File: config.mk
export PLATFORM = sky130hd
export DESIGN_NAME = frrc_fault_ctrl
export DESIGN_NICKNAME = d
export VERILOG_FILES = /design/src/rtl/frrc_pkg.sv /design/src/rtl/frrc_fault_ctrl.sv /design/src/rtl/frrc_ms_timer.sv
export SDC_FILE = /design/constraint.sdc
export NUM_CORES = 1
export LEC_CHECK = 0
export ABC_AREA = 1
export ABC_CLOCK_PERIOD_IN_PS = 3910
export BUFFER_PORTS_ARGS = -buffer_cell sky130_fd_sc_hd__buf_2
export CORE_AREA = 2 2 115 117
export CTS_BUF_LIST = sky130_fd_sc_hd__clkbuf_16
export DETAILED_ROUTE_END_ITERATION = 16
export DIE_AREA = 0 0 117 119
export PLACE_DENSITY = 0.65
export SLEW_MARGIN = 20
export SYNTH_ARGS = -nofsm -noshare
export SYNTH_HDL_FRONTEND = slang
export SYNTH_HIERARCHICAL = 1
export SYNTH_SLANG_ARGS = --single-unit
File: constraint.sdc
create_clock -name i_clk -period 3.91 [get_ports i_clk]
set_input_delay 0.391 -clock i_clk [delete_from_list [all_inputs] [get_ports i_clk]]
set_output_delay 0.391 -clock i_clk [all_outputs]
set_load 0.05 [all_outputs]
File: src/rtl/frrc_pkg.sv
// Purpose: shared constants and types for the fault reaction and retry block
// Assumes: 10 MHz system clock, command codes already decoded by the bus engine
// Notes: register values travel as packed structs declared here

package frrc_pkg;

  // ********************************************************************
  // command codes
  // ********************************************************************
  localparam logic [7:0] CMD_COLD_REACT = 8'h54;
  localparam logic [7:0] CMD_VIN_OV_TRIP = 8'h55;
  localparam logic [7:0] CMD_VIN_OV_REACT = 8'h56;

  // ********************************************************************
  // reset values and field codes
  // ********************************************************************
  localparam logic [15:0] VIN_OV_TRIP_RST = 16'hda00;
  localparam logic [7:0] REACT_RST = 8'h00;
  localparam logic [1:0] RESP_DISABLE_RETRY = 2'h2;
  localparam logic [2:0] RETRY_NONE = 3'h0;

  // linear-11 word layout
  localparam int L11_EXP_MSB = 15;
  localparam int L11_EXP_LSB = 11;
  localparam int L11_MANT_MSB = 10;
  localparam int L11_MANT_LSB = 0;
  localparam int VIN_OV_MAX_V = 18;

  // ********************************************************************
  // timing
  // ********************************************************************
  localparam int CLK_PERIOD_NS = 100;
  localparam int TICK_PERIOD_NS = 1000000;
  localparam int TICK_CYCLES = TICK_PERIOD_NS / CLK_PERIOD_NS;
  localparam int RETRY_UNIT_MS = 35;
  localparam int RETRY_MAX_MS = 280;
  localparam int MS_CNT_W = $clog2(RETRY_MAX_MS + 1);

  // reaction register fields, msb first: response 7:6, retry 5:3, delay 2:0
  typedef struct packed {
    logic [1:0] resp;
    logic [2:0] retry;
    logic [2:0] delay;
  } frrc_react_t;

  // one command from the bus engine
  typedef struct packed {
    logic [7:0] code;
    logic [15:0] data;
    logic wr;
    logic rd;
  } frrc_cmd_t;

  // fault sequencer states, gray along run -> delay -> hyst
  typedef enum logic [1:0] {
    FRRC_RUN = 2'h0,
    FRRC_WAIT_DELAY = 2'h1,
    FRRC_WAIT_HYST = 2'h3,
    FRRC_LATCHED = 2'h2
  } frrc_state_t;

endpackage : frrc_pkg

File: src/rtl/frrc_fault_ctrl.sv
// Purpose: under-temperature and input overvoltage fault reaction with retry
// Assumes: fault and hysteresis comparisons arrive as synchronous levels
// Notes: command port is the decoded side of the management bus engine
`timescale 1ns/1ps

module frrc_fault_ctrl #(
  parameter int TICK_CYCLES = frrc_pkg::TICK_CYCLES
) (
  // clock and reset
  input wire logic i_clk,
  input wire logic i_rst_n,
  // decoded commands
  input wire frrc_pkg::frrc_cmd_t i_cmd,
  input wire logic i_clear_faults,
  output logic [15:0] o_rd_data,
  output logic o_rd_valid,
  output logic o_wr_rejected,
  // straps
  input wire logic [7:0] i_config_strap_pin_zero,
  // fault comparisons
  input wire logic i_cold_fault,
  input wire logic i_temp_above_cold_warning,
  input wire logic i_vin_ov_fault,
  input wire logic i_vin_below_ov_caution,
  // enable and retry stop sources
  input wire logic i_enable,
  input wire logic i_bias_lost,
  input wire logic i_other_fault,
  // output control and status
  output logic o_output_enable,
  output logic o_restart_attempt,
  output logic o_alert_line_n,
  output logic o_cold_fault_status,
  output logic o_vin_ov_fault_status
);

  // ********************************************************************
  // registers
  // ********************************************************************
  frrc_pkg::frrc_react_t cold_react_q;
  frrc_pkg::frrc_react_t ov_react_q;
  logic [15:0] ov_trip_q;
  logic strap_loaded_q;
  frrc_pkg::frrc_state_t state_q;
  frrc_pkg::frrc_state_t state_d;
  logic cause_ov_q;
  logic cause_ov_d;
  logic cold_stat_q;
  logic ov_stat_q;

  // ********************************************************************
  // command decode
  // ********************************************************************
  wire wr_cold_react = i_cmd.wr && (i_cmd.code == frrc_pkg::CMD_COLD_REACT);
  wire wr_ov_trip = i_cmd.wr && (i_cmd.code == frrc_pkg::CMD_VIN_OV_TRIP);
  wire wr_ov_react = i_cmd.wr && (i_cmd.code == frrc_pkg::CMD_VIN_OV_REACT);

  // linear-11 range check of a new trip level
  wire signed [4:0] l11_exp = i_cmd.data[frrc_pkg::L11_EXP_MSB:frrc_pkg::L11_EXP_LSB];
  wire signed [10:0] l11_mant = i_cmd.data[frrc_pkg::L11_MANT_MSB:frrc_pkg::L11_MANT_LSB];
  wire [4:0] l11_shift = l11_exp[4] ? 5'(-l11_exp) : 5'(l11_exp);
  wire [31:0] mant_abs = {22'h0, l11_mant[9:0]};
  wire [31:0] max_v = 32'(frrc_pkg::VIN_OV_MAX_V);
  wire [31:0] scaled_mant = mant_abs << l11_shift;
  wire [31:0] scaled_max = max_v << l11_shift;
  wire in_range = !l11_mant[10] &&
                  (l11_exp[4] ? (mant_abs <= scaled_max) : (scaled_mant <= max_v));
  wire trip_reject = wr_ov_trip && !in_range;

  // read data selection
  wire [15:0] rd_sel =
    (i_cmd.code == frrc_pkg::CMD_COLD_REACT) ? {8'h00, cold_react_q} :
    (i_cmd.code == frrc_pkg::CMD_VIN_OV_TRIP) ? ov_trip_q :
    (i_cmd.code == frrc_pkg::CMD_VIN_OV_REACT) ? {8'h00, ov_react_q} : 16'h0000;

  // ********************************************************************
  // configuration registers
  // ********************************************************************
  // strap caught on the first clock after reset release
  always_ff @(posedge i_clk or negedge i_rst_n) begin
    if (!i_rst_n) begin
      strap_loaded_q <= 1'b0;
    end else begin
      strap_loaded_q <= 1'b1;
    end
  end

  // cold reaction config
  always_ff @(posedge i_clk or negedge i_rst_n) begin
    if (!i_rst_n) begin
      cold_react_q <= frrc_pkg::REACT_RST;
    end else if (!strap_loaded_q) begin
      cold_react_q <= i_config_strap_pin_zero;
    end else if (wr_cold_react) begin
      cold_react_q <= i_cmd.data[7:0];
    end
  end

  // overvoltage reaction config
  always_ff @(posedge i_clk or negedge i_rst_n) begin
    if (!i_rst_n) begin
      ov_react_q <= frrc_pkg::REACT_RST;
    end else if (!strap_loaded_q) begin
      ov_react_q <= i_config_strap_pin_zero;
    end else if (wr_ov_react) begin
      ov_react_q <= i_cmd.data[7:0];
    end
  end

  // overvoltage trip level, kept on a refused write
  always_ff @(posedge i_clk or negedge i_rst_n) begin
    if (!i_rst_n) begin
      ov_trip_q <= frrc_pkg::VIN_OV_TRIP_RST;
    end else if (wr_ov_trip && in_range) begin
      ov_trip_q <= i_cmd.data;
    end
  end

  // read answer, data held until the next read
  always_ff @(posedge i_clk or negedge i_rst_n) begin
    if (!i_rst_n) begin
      o_rd_data <= 16'h0000;
      o_rd_valid <= 1'b0;
    end else begin
      o_rd_data <= i_cmd.rd ? rd_sel : o_rd_data;
      o_rd_valid <= i_cmd.rd;
    end
  end

  // one-cycle refusal flag for an out-of-range trip level
  always_ff @(posedge i_clk or negedge i_rst_n) begin
    if (!i_rst_n) begin
      o_wr_rejected <= 1'b0;
    end else begin
      o_wr_rejected <= trip_reject;
    end
  end

  // ********************************************************************
  // fault detection and status
  // ********************************************************************
  wire running = (state_q == frrc_pkg::FRRC_RUN) && i_enable;
  wire cold_acts = cold_react_q.resp == frrc_pkg::RESP_DISABLE_RETRY;
  wire ov_acts = ov_react_q.resp == frrc_pkg::RESP_DISABLE_RETRY;
  wire cold_trip = running && i_cold_fault && cold_acts;
  wire ov_trip = running && i_vin_ov_fault && ov_acts && !cold_trip;
  wire any_trip = cold_trip || ov_trip;

  // sticky cold status, set wins over clear
  always_ff @(posedge i_clk or negedge i_rst_n) begin
    if (!i_rst_n) begin
      cold_stat_q <= 1'b0;
    end else begin
      cold_stat_q <= i_cold_fault || (cold_stat_q && !i_clear_faults);
    end
  end

  // sticky overvoltage status, set wins over clear
  always_ff @(posedge i_clk or negedge i_rst_n) begin
    if (!i_rst_n) begin
      ov_stat_q <= 1'b0;
    end else begin
      ov_stat_q <= i_vin_ov_fault || (ov_stat_q && !i_clear_faults);
    end
  end

  // ********************************************************************
  // retry sequencer
  // ********************************************************************
  frrc_pkg::frrc_react_t act_cfg;
  wire [2:0] new_delay = cold_trip ? cold_react_q.delay : ov_react_q.delay;
  wire [frrc_pkg::MS_CNT_W-1:0] new_delay_ms =
    frrc_pkg::MS_CNT_W'(({6'h00, new_delay} + 9'h001) * 9'(frrc_pkg::RETRY_UNIT_MS));
  wire [frrc_pkg::MS_CNT_W-1:0] act_delay_ms =
    frrc_pkg::MS_CNT_W'(({6'h00, act_cfg.delay} + 9'h001) * 9'(frrc_pkg::RETRY_UNIT_MS));
  wire [2:0] new_retry = cold_trip ? cold_react_q.retry : ov_react_q.retry;
  wire hyst_ok = cause_ov_q ? i_vin_below_ov_caution : i_temp_above_cold_warning;
  wire other_cause = cause_ov_q ? i_cold_fault : i_vin_ov_fault;
  wire stop_hard = i_bias_lost || i_other_fault || other_cause;
  wire timer_expired;
  wire restart = (state_q == frrc_pkg::FRRC_WAIT_HYST) && !stop_hard && i_enable && hyst_ok;
  wire timer_load = (any_trip && (new_retry != frrc_pkg::RETRY_NONE)) || restart;

  assign act_cfg = cause_ov_q ? ov_react_q : cold_react_q;

  frrc_ms_timer #(
    .TICK_CYCLES(TICK_CYCLES)
  ) u_timer (
    .i_clk(i_clk),
    .i_rst_n(i_rst_n),
    .i_load(timer_load),
    .i_load_ms(any_trip ? new_delay_ms : act_delay_ms),
    .o_expired(timer_expired)
  );

  // next state
  always_comb begin
    state_d = state_q;
    cause_ov_d = cause_ov_q;
    unique case (state_q)
      frrc_pkg::FRRC_RUN: begin
        if (any_trip) begin
          cause_ov_d = ov_trip;
          if (new_retry == frrc_pkg::RETRY_NONE) begin
            state_d = frrc_pkg::FRRC_LATCHED;
          end else begin
            state_d = frrc_pkg::FRRC_WAIT_DELAY;
          end
        end
      end
      frrc_pkg::FRRC_WAIT_DELAY: begin
        if (stop_hard) begin
          state_d = frrc_pkg::FRRC_LATCHED;
        end else if (!i_enable) begin
          state_d = frrc_pkg::FRRC_RUN;
        end else if (timer_expired) begin
          state_d = frrc_pkg::FRRC_WAIT_HYST;
        end
      end
      frrc_pkg::FRRC_WAIT_HYST: begin
        if (stop_hard) begin
          state_d = frrc_pkg::FRRC_LATCHED;
        end else if (!i_enable || hyst_ok) begin
          state_d = frrc_pkg::FRRC_RUN;
        end
      end
      frrc_pkg::FRRC_LATCHED: begin
        state_d = frrc_pkg::FRRC_LATCHED;
      end
    endcase
  end

  // sequencer state
  always_ff @(posedge i_clk or negedge i_rst_n) begin
    if (!i_rst_n) begin
      state_q <= frrc_pkg::FRRC_RUN;
    end else begin
      state_q <= state_d;
    end
  end

  // fault cause, picks the hysteresis and delay source
  always_ff @(posedge i_clk or negedge i_rst_n) begin
    if (!i_rst_n) begin
      cause_ov_q <= 1'b0;
    end else begin
      cause_ov_q <= cause_ov_d;
    end
  end

  // ********************************************************************
  // outputs
  // ********************************************************************
  // next values of the pins
  wire oe_d = (state_d == frrc_pkg::FRRC_RUN) && i_enable && strap_loaded_q;
  wire alert_n_d = !(cold_stat_q || ov_stat_q);

  // output enable, off until the strap has loaded the configs
  always_ff @(posedge i_clk or negedge i_rst_n) begin
    if (!i_rst_n) begin
      o_output_enable <= 1'b0;
    end else begin
      o_output_enable <= oe_d;
    end
  end

  // one pulse per restart attempt
  always_ff @(posedge i_clk or negedge i_rst_n) begin
    if (!i_rst_n) begin
      o_restart_attempt <= 1'b0;
    end else begin
      o_restart_attempt <= restart;
    end
  end

  // alert level follows the sticky status
  always_ff @(posedge i_clk or negedge i_rst_n) begin
    if (!i_rst_n) begin
      o_alert_line_n <= 1'b1;
    end else begin
      o_alert_line_n <= alert_n_d;
    end
  end

  // status pins
  always_ff @(posedge i_clk or negedge i_rst_n) begin
    if (!i_rst_n) begin
      o_cold_fault_status <= 1'b0;
      o_vin_ov_fault_status <= 1'b0;
    end else begin
      o_cold_fault_status <= cold_stat_q;
      o_vin_ov_fault_status <= ov_stat_q;
    end
  end

endmodule : frrc_fault_ctrl

File: src/rtl/frrc_ms_timer.sv
// Purpose: millisecond tick and retry delay down counter
// Assumes: load is a one-cycle pulse from the fault sequencer
// Notes: load restarts the tick prescaler so the first millisecond is whole
`timescale 1ns/1ps

module frrc_ms_timer #(
  parameter int TICK_CYCLES = frrc_pkg::TICK_CYCLES
) (
  // clock and reset
  input wire logic i_clk,
  input wire logic i_rst_n,
  // load request
  input wire logic i_load,
  input wire logic [frrc_pkg::MS_CNT_W-1:0] i_load_ms,
  // status
  output logic o_expired
);

  localparam int PRE_W = $clog2(TICK_CYCLES);
  localparam logic [PRE_W-1:0] PRE_LAST = PRE_W'(TICK_CYCLES - 1);

  logic [PRE_W-1:0] pre_q;
  logic [frrc_pkg::MS_CNT_W-1:0] ms_q;
  wire tick = (pre_q == PRE_LAST);
  wire ms_zero = (ms_q == '0);

  // prescaler from system clock to 1 ms
  always_ff @(posedge i_clk or negedge i_rst_n) begin
    if (!i_rst_n) begin
      pre_q <= '0;
    end else if (i_load || tick) begin
      pre_q <= '0;
    end else begin
      pre_q <= pre_q + 1'b1;
    end
  end

  // delay counter, reloaded on fault and on each restart
  always_ff @(posedge i_clk or negedge i_rst_n) begin
    if (!i_rst_n) begin
      ms_q <= '0;
    end else if (i_load) begin
      ms_q <= i_load_ms;
    end else if (tick && !ms_zero) begin
      ms_q <= ms_q - 1'b1;
    end
  end

  assign o_expired = ms_zero && !i_load;

endmodule : frrc_ms_timer

After elaboration in Yosys (flattened, before gate mapping):

Index checks and enable logic that the tools add are counted.

* register bits: 84
* bits of input ports: 44
* output and inout bits: 23
* word-level logic and storage cells: 117

* add/subtract/negate cells: 5
* multiply operators: 2
* magnitude comparators: 2
* equality and inequality tests: 11
* shifts and indexed selects: 2
* muxes and demuxes: 26
* reduce and logical (&&, ||, !) cells: 47

Operator list (number)
* 8-bit 2-to-1 mux: 5
* 10-bit by 32-bit less-or-equal comparator with 1-bit output: 1
* 32-bit by 5-bit less-or-equal comparator with 1-bit output, second input constant: 1
* 16-bit 2-to-1 mux: 2
* 10-bit by 5-bit left shift with 32-bit output: 1
* 5-bit by 5-bit left shift with 32-bit output, first input constant: 1
* 9-bit 2-to-1 mux: 3
* 8-bit by 7-bit == test with 1-bit output, second input constant: 3
* 1-bit logical AND: 22
* 4-bit by 6-bit multiplier with 9-bit output, second input constant: 2
* 14-bit by 1-bit adder with 14-bit output, second input constant: 1
* 14-bit == test, second input constant: 1
* 14-bit 2-to-1 mux: 1
* 2-bit 2-to-1 mux: 7
* 1-bit zero test: 9
* 9-bit zero test: 1
* 1-bit logical OR: 9
* 3-bit 2-to-1 mux: 3
* 9-bit by 1-bit subtractor with 9-bit output, second input constant: 1
* 3-bit by 1-bit adder with 4-bit output, second input constant: 2
* 2-bit == test, second input constant: 4
* 2-bit case mux with 4 select lines: 1
* 5-bit 2-to-1 mux: 1
* 5-bit negator: 1
* 8 further kinds: 12

Depth between registers and ports, before layout:

* depth after elaboration: 18
* mapped depth: 23

Hierarchy:

Netlist, hierarchy kept.

By module, submodules not included
* frrc_fault_ctrl: times used 1, cells an instance 595, area an instance 4245.3 um^2
* frrc_ms_timer: times used 1, cells an instance 205, area an instance 1397.6 um^2

Worst setup path before layout:

OpenSTA, ideal clock, no wires.

* path kind: input port to flip-flop
* start point: input i_cold_fault
* end point: register u_timer/ms_q[4] (netlist bit)
* arrival time: 3.098 ns
* path slack: 0.696 ns
* stages: 16
* path buffers: 0
* cells stage by stage: inv_1 -> nor3_1 -> nand2_1 -> o21ai_0 -> ha_1 -> xor2_1 -> ha_1 -> ha_1 -> ha_1 -> or2_2 -> nand3_1 -> o21ai_0 -> nor2_1 -> a21oi_1 -> nand2_1 -> nand2_1

* longest elaborated chain between the ends: 8

RTL lines
* start: declaration: line frrc_fault_ctrl.sv:21 `input wire logic i_cold_fault,`
* branches (longest 8 deep; another with 4-bit by 6-bit multiplier with 9-bit output)
* end signal: assignment: line frrc_ms_timer.sv:43 `ms_q <= i_load_ms;`
* end signal: assignment: line frrc_ms_timer.sv:45 `ms_q <= ms_q - 1'b1;`
* end: declaration: line frrc_ms_timer.sv:23 `logic [frrc_pkg::MS_CNT_W-1:0] ms_q;`

Parallel ways; which one is timed is not known.
A chain may end at the register's enable or synchronous reset.

Final worst setup path:

* start point: register state_q[0]
* end point: register u_timer/ms_q[4] (netlist bit)

* longest elaborated chain between the ends: 10

RTL lines
* start: declaration: line frrc_fault_ctrl.sv:44 `frrc_pkg::frrc_state_t state_q;`
* start signal: assignment: line frrc_fault_ctrl.sv:236 `state_q <= frrc_pkg::FRRC_RUN;`
* start signal: assignment: line frrc_fault_ctrl.sv:238 `state_q <= state_d;`
* branches (longest 10 deep; another with 4-bit by 6-bit multiplier with 9-bit output)

Parallel ways; which one is timed is not known.

==> metrics.cfg <==
[synthesis]
synth_xor_area_share_pct = 0.466
synth_top_family_by_area = simple AND/OR/NAND/NOR gates
synthCells = 800
synth_compound_area_share_pct = 10.6
synth_edf_count = 0
ys_types = 45
ys_warn_count = 6
syn_avg_cell_area_um2 = 7.05
synthArstFlopShare_pct = 100
muxShareOfSynthArea_pct = 0.377
synth-seq-cells = 84
synthAdderAreaFrac_pct = 7.32
synth_nets = 877
ys.flop_type = dfrtp_1
ys_seq_area_share_pct = 37.4
synth-simple-area-share_pct = 35.2
netlist_area_um2 = 5640

[job]
drv_cap = 0

[layout]
fin_util_pct = 49.9
drive_gt1_share_pct = 16.3
fillers = 1371
seqCellArea_um2 = 2110
stdcell_area_um2 = 6420
multi_input_area_um2 = 3050
final_cells = 1046
nets = 942
antenna_cells = 0
layout_commonest_cell = nand2_1
area_growth_syn_to_layout_pct = 13.9
final_cell_mix = nand2_1, inv_1, dfrtp_1

[grt]
antenna_found_initial = 0
grt_max_degree = 68
grt_pass1_vias = 4940
grtUsageTotal_pct = 21.5
gr-total-overflow = 0
grt_pass1_wl_mm = 23.5

[sta]
finalSetupTns_ns = 0
rsz0062_at_grt = false
slew-limit-headroom_pct = 42.9
finalCritPeriodShare_pct = 88.9
worst_pin_slew_ns = 0.856
fmax_mhz = 288
fin_ws_ns = 0.434
slew_violations = 0
setup_viol = 0
fin_crit_ns = 3.48
hold_viol = 0
worst_clock_skew_ns = 0.00915

[setup_path]
end_kind = flip-flop
critPathLaunchType = flip-flop
cpMostUsedCell = ha_1
worstRegToRegCells = 16
path_class = flip-flop to flip-flop
required_ns = 4.15
path_max_fanout = 9
cp_slowest_cell = dfrtp_1
slowest_delay_ns = 0.43
crit_chain = nor3_2, nand2_1, o21ai_1, inv_1, ha_1, xor2_2, ha_1, ha_1, ha_1, or2_2, nand3_1, o21ai_0, nor2_1, a21oi_1, nand2_1, nand2_1
arrival_ns = 3.72

[placement]
gp_congestion = 0.893
hpwl_mm = 10.7
io_buffers = 66
dp.cells = 1030
place_area_um2 = 6130
pre_cts_ws_ns = 0.246

[clock_network]
cts.clk_slew.worst_paths_ns = 0.07
cts.hold.buffers_added = 0
clock_latency_ns = 0.35
clockRootBuffer = clkbuf_16
clockBufferDepth = 2
cts_sinks = 84
cts-buffers-inserted = 9
htree_levels = 3
cts_tree = built

[floorplanning]
dieArea_um2 = 13900
core-area_um2 = 12900
fp-row-count = 42
die_w_um = 117
start_util_pct = 43.8
boundaryPins = 67
die_h_um = 119

[power]
p_per_area_nw_per_um2 = 394
leakage_nw = 3.45
ir_drop_uv = 206

[route]
first_pass_iters = 4
via_per_inst = 4.95
wl_per_cell_um = 13.4
ant_nets = 0
drt_iter0_drc = 244
drc = 0
vias = 5181
route.final.wire_length_mm = 14.0

[run_status]
outcome = finished clean

[hold_path]
hp-class = input port to async pin

state kept, by name, summed over array words and instances, names as in the netlist, 2 cells and up:
name and cells:
o_rd_data 16, ov_trip_q 16, u_timer/pre_q 14, u_timer/ms_q 9
cold_react_q 8, ov_react_q 8, state_q 2
cell usage after synthesis, types with 2 or more instances:
library cell	instances	share of area (%)
nand3_2	4	0.71
inv_2	5	0.33
nand3_1	38	3.4
buf_2	2	0.18
o22ai_1	9	1.0
clkbuf_1	8	0.53
or2_2	3	0.33
nor3_1	14	1.2
nor2_2	10	1.1
buf_6	4	0.80
nor3_2	2	0.35
a21o_1	2	0.27
buf_1	2	0.13
nand2_2	14	1.6
nand2_4	5	1.0
nor2_1	64	4.3
a21oi_1	23	2.0
dfrtp_1	78	35
o21ai_0	59	5.2
nand2_1	272	18
dfstp_2	6	2.8
o21ai_1	3	0.27
a31oi_1	4	0.44
nand4_1	22	2.4
inv_1	94	6.3
ha_1	33	7.3
xor2_1	2	0.31
power by group:
part | switching, mW | internal [mW] | leakage (nW) | total, mW
Sequential | 0.0685 | 0.949 | 1.06 | 1.02
Clock | 0.388 | 0.447 | 0.141 | 0.836
Combinational | 0.441 | 0.239 | 2.25 | 0.680
timing repair:
item,4_1_cts,5_1_grt
endpoints found under the setup margin,0,2
gates resized for setup,0,2
buffers inserted,0,0
layer usage:
metal | up-vias | GRT usage [%] | wire (um) | part of all wire [%]
met1 | 2349 | 27.6 | 6490 | 46
met4 | 0 | 6.10 | 286 | 2.0
li1 | 2706 | - | - | -
met3 | 25 | 4.27 | 460 | 3.3
met5 | - | 0 | 0 | 0
met2 | 101 | 36.5 | 6790 | 48
logic make-up (layout without fill, tap and decap cells):
group	Yosys count	after routing
xor+xnor	3	3
fa+ha+maj	33	33
buf+inv	118	188
other cells	1	1
flops	84	84
mux	2	2
simple gates	452	452
compound gates	107	107
critical path, delay by kind of cell (launching register included):
kind / cells / cell delay (ns)
AND/OR/NAND/NOR: 7 / 1.05
adder cells (fa/ha/maj): 4 / 1.04
AO/OA/AOI/OAI: 3 / 0.45
flip-flops: 1 / 0.43
XOR/XNOR: 1 / 0.28
buffers and inverters: 1 / 0.13
layout make-up:
cell class / count / share of cell area (%)
multi-input combinational: 598 / 47.5
sequential: 84 / 32.8
clock inverter: 7 / 1.01
clock buffer: 9 / 3.51
timing repair buffer: 71 / 5.76
inverter: 101 / 5.94
tap: 176 / 3.43
worst paths after layout:
| path | slack (ns) | startpoint | endpoint |
|---|---|---|---|
| max | 0.43 | state_q[0]$_DFF_PN0_ | u_timer/ms_q[4]$_DFFE_PN0P_ |
| min | 0.14 | i_rst_n | o_vin_ov_fault_status$_DFF_PN0_ |
| max reg2reg | 0.43 | state_q[0]$_DFF_PN0_ | u_timer/ms_q[4]$_DFFE_PN0P_ |
| min reg2reg | 0.40 | ov_stat_q$_DFF_PN0_ | o_vin_ov_fault_status$_DFF_PN0_ |
| max in group asynchronous | 2.91 | i_rst_n | ov_trip_q[9]$_DFFE_PN1P_ |
| min in group i_clk | 0.26 | i_clear_faults | ov_stat_q$_DFF_PN0_ |
stage by stage:
step	hold slack (ns)	power, mW
6_report	0.140	2.53
4_1_cts	0.187	2.55
3_3_place_gp	0.391	1.70
2_1_floorplan	0.0954	1.52
5_1_grt	0.220	2.72
3_5_place_dp	0.388	1.71
(Power assumes the default switching activity.)
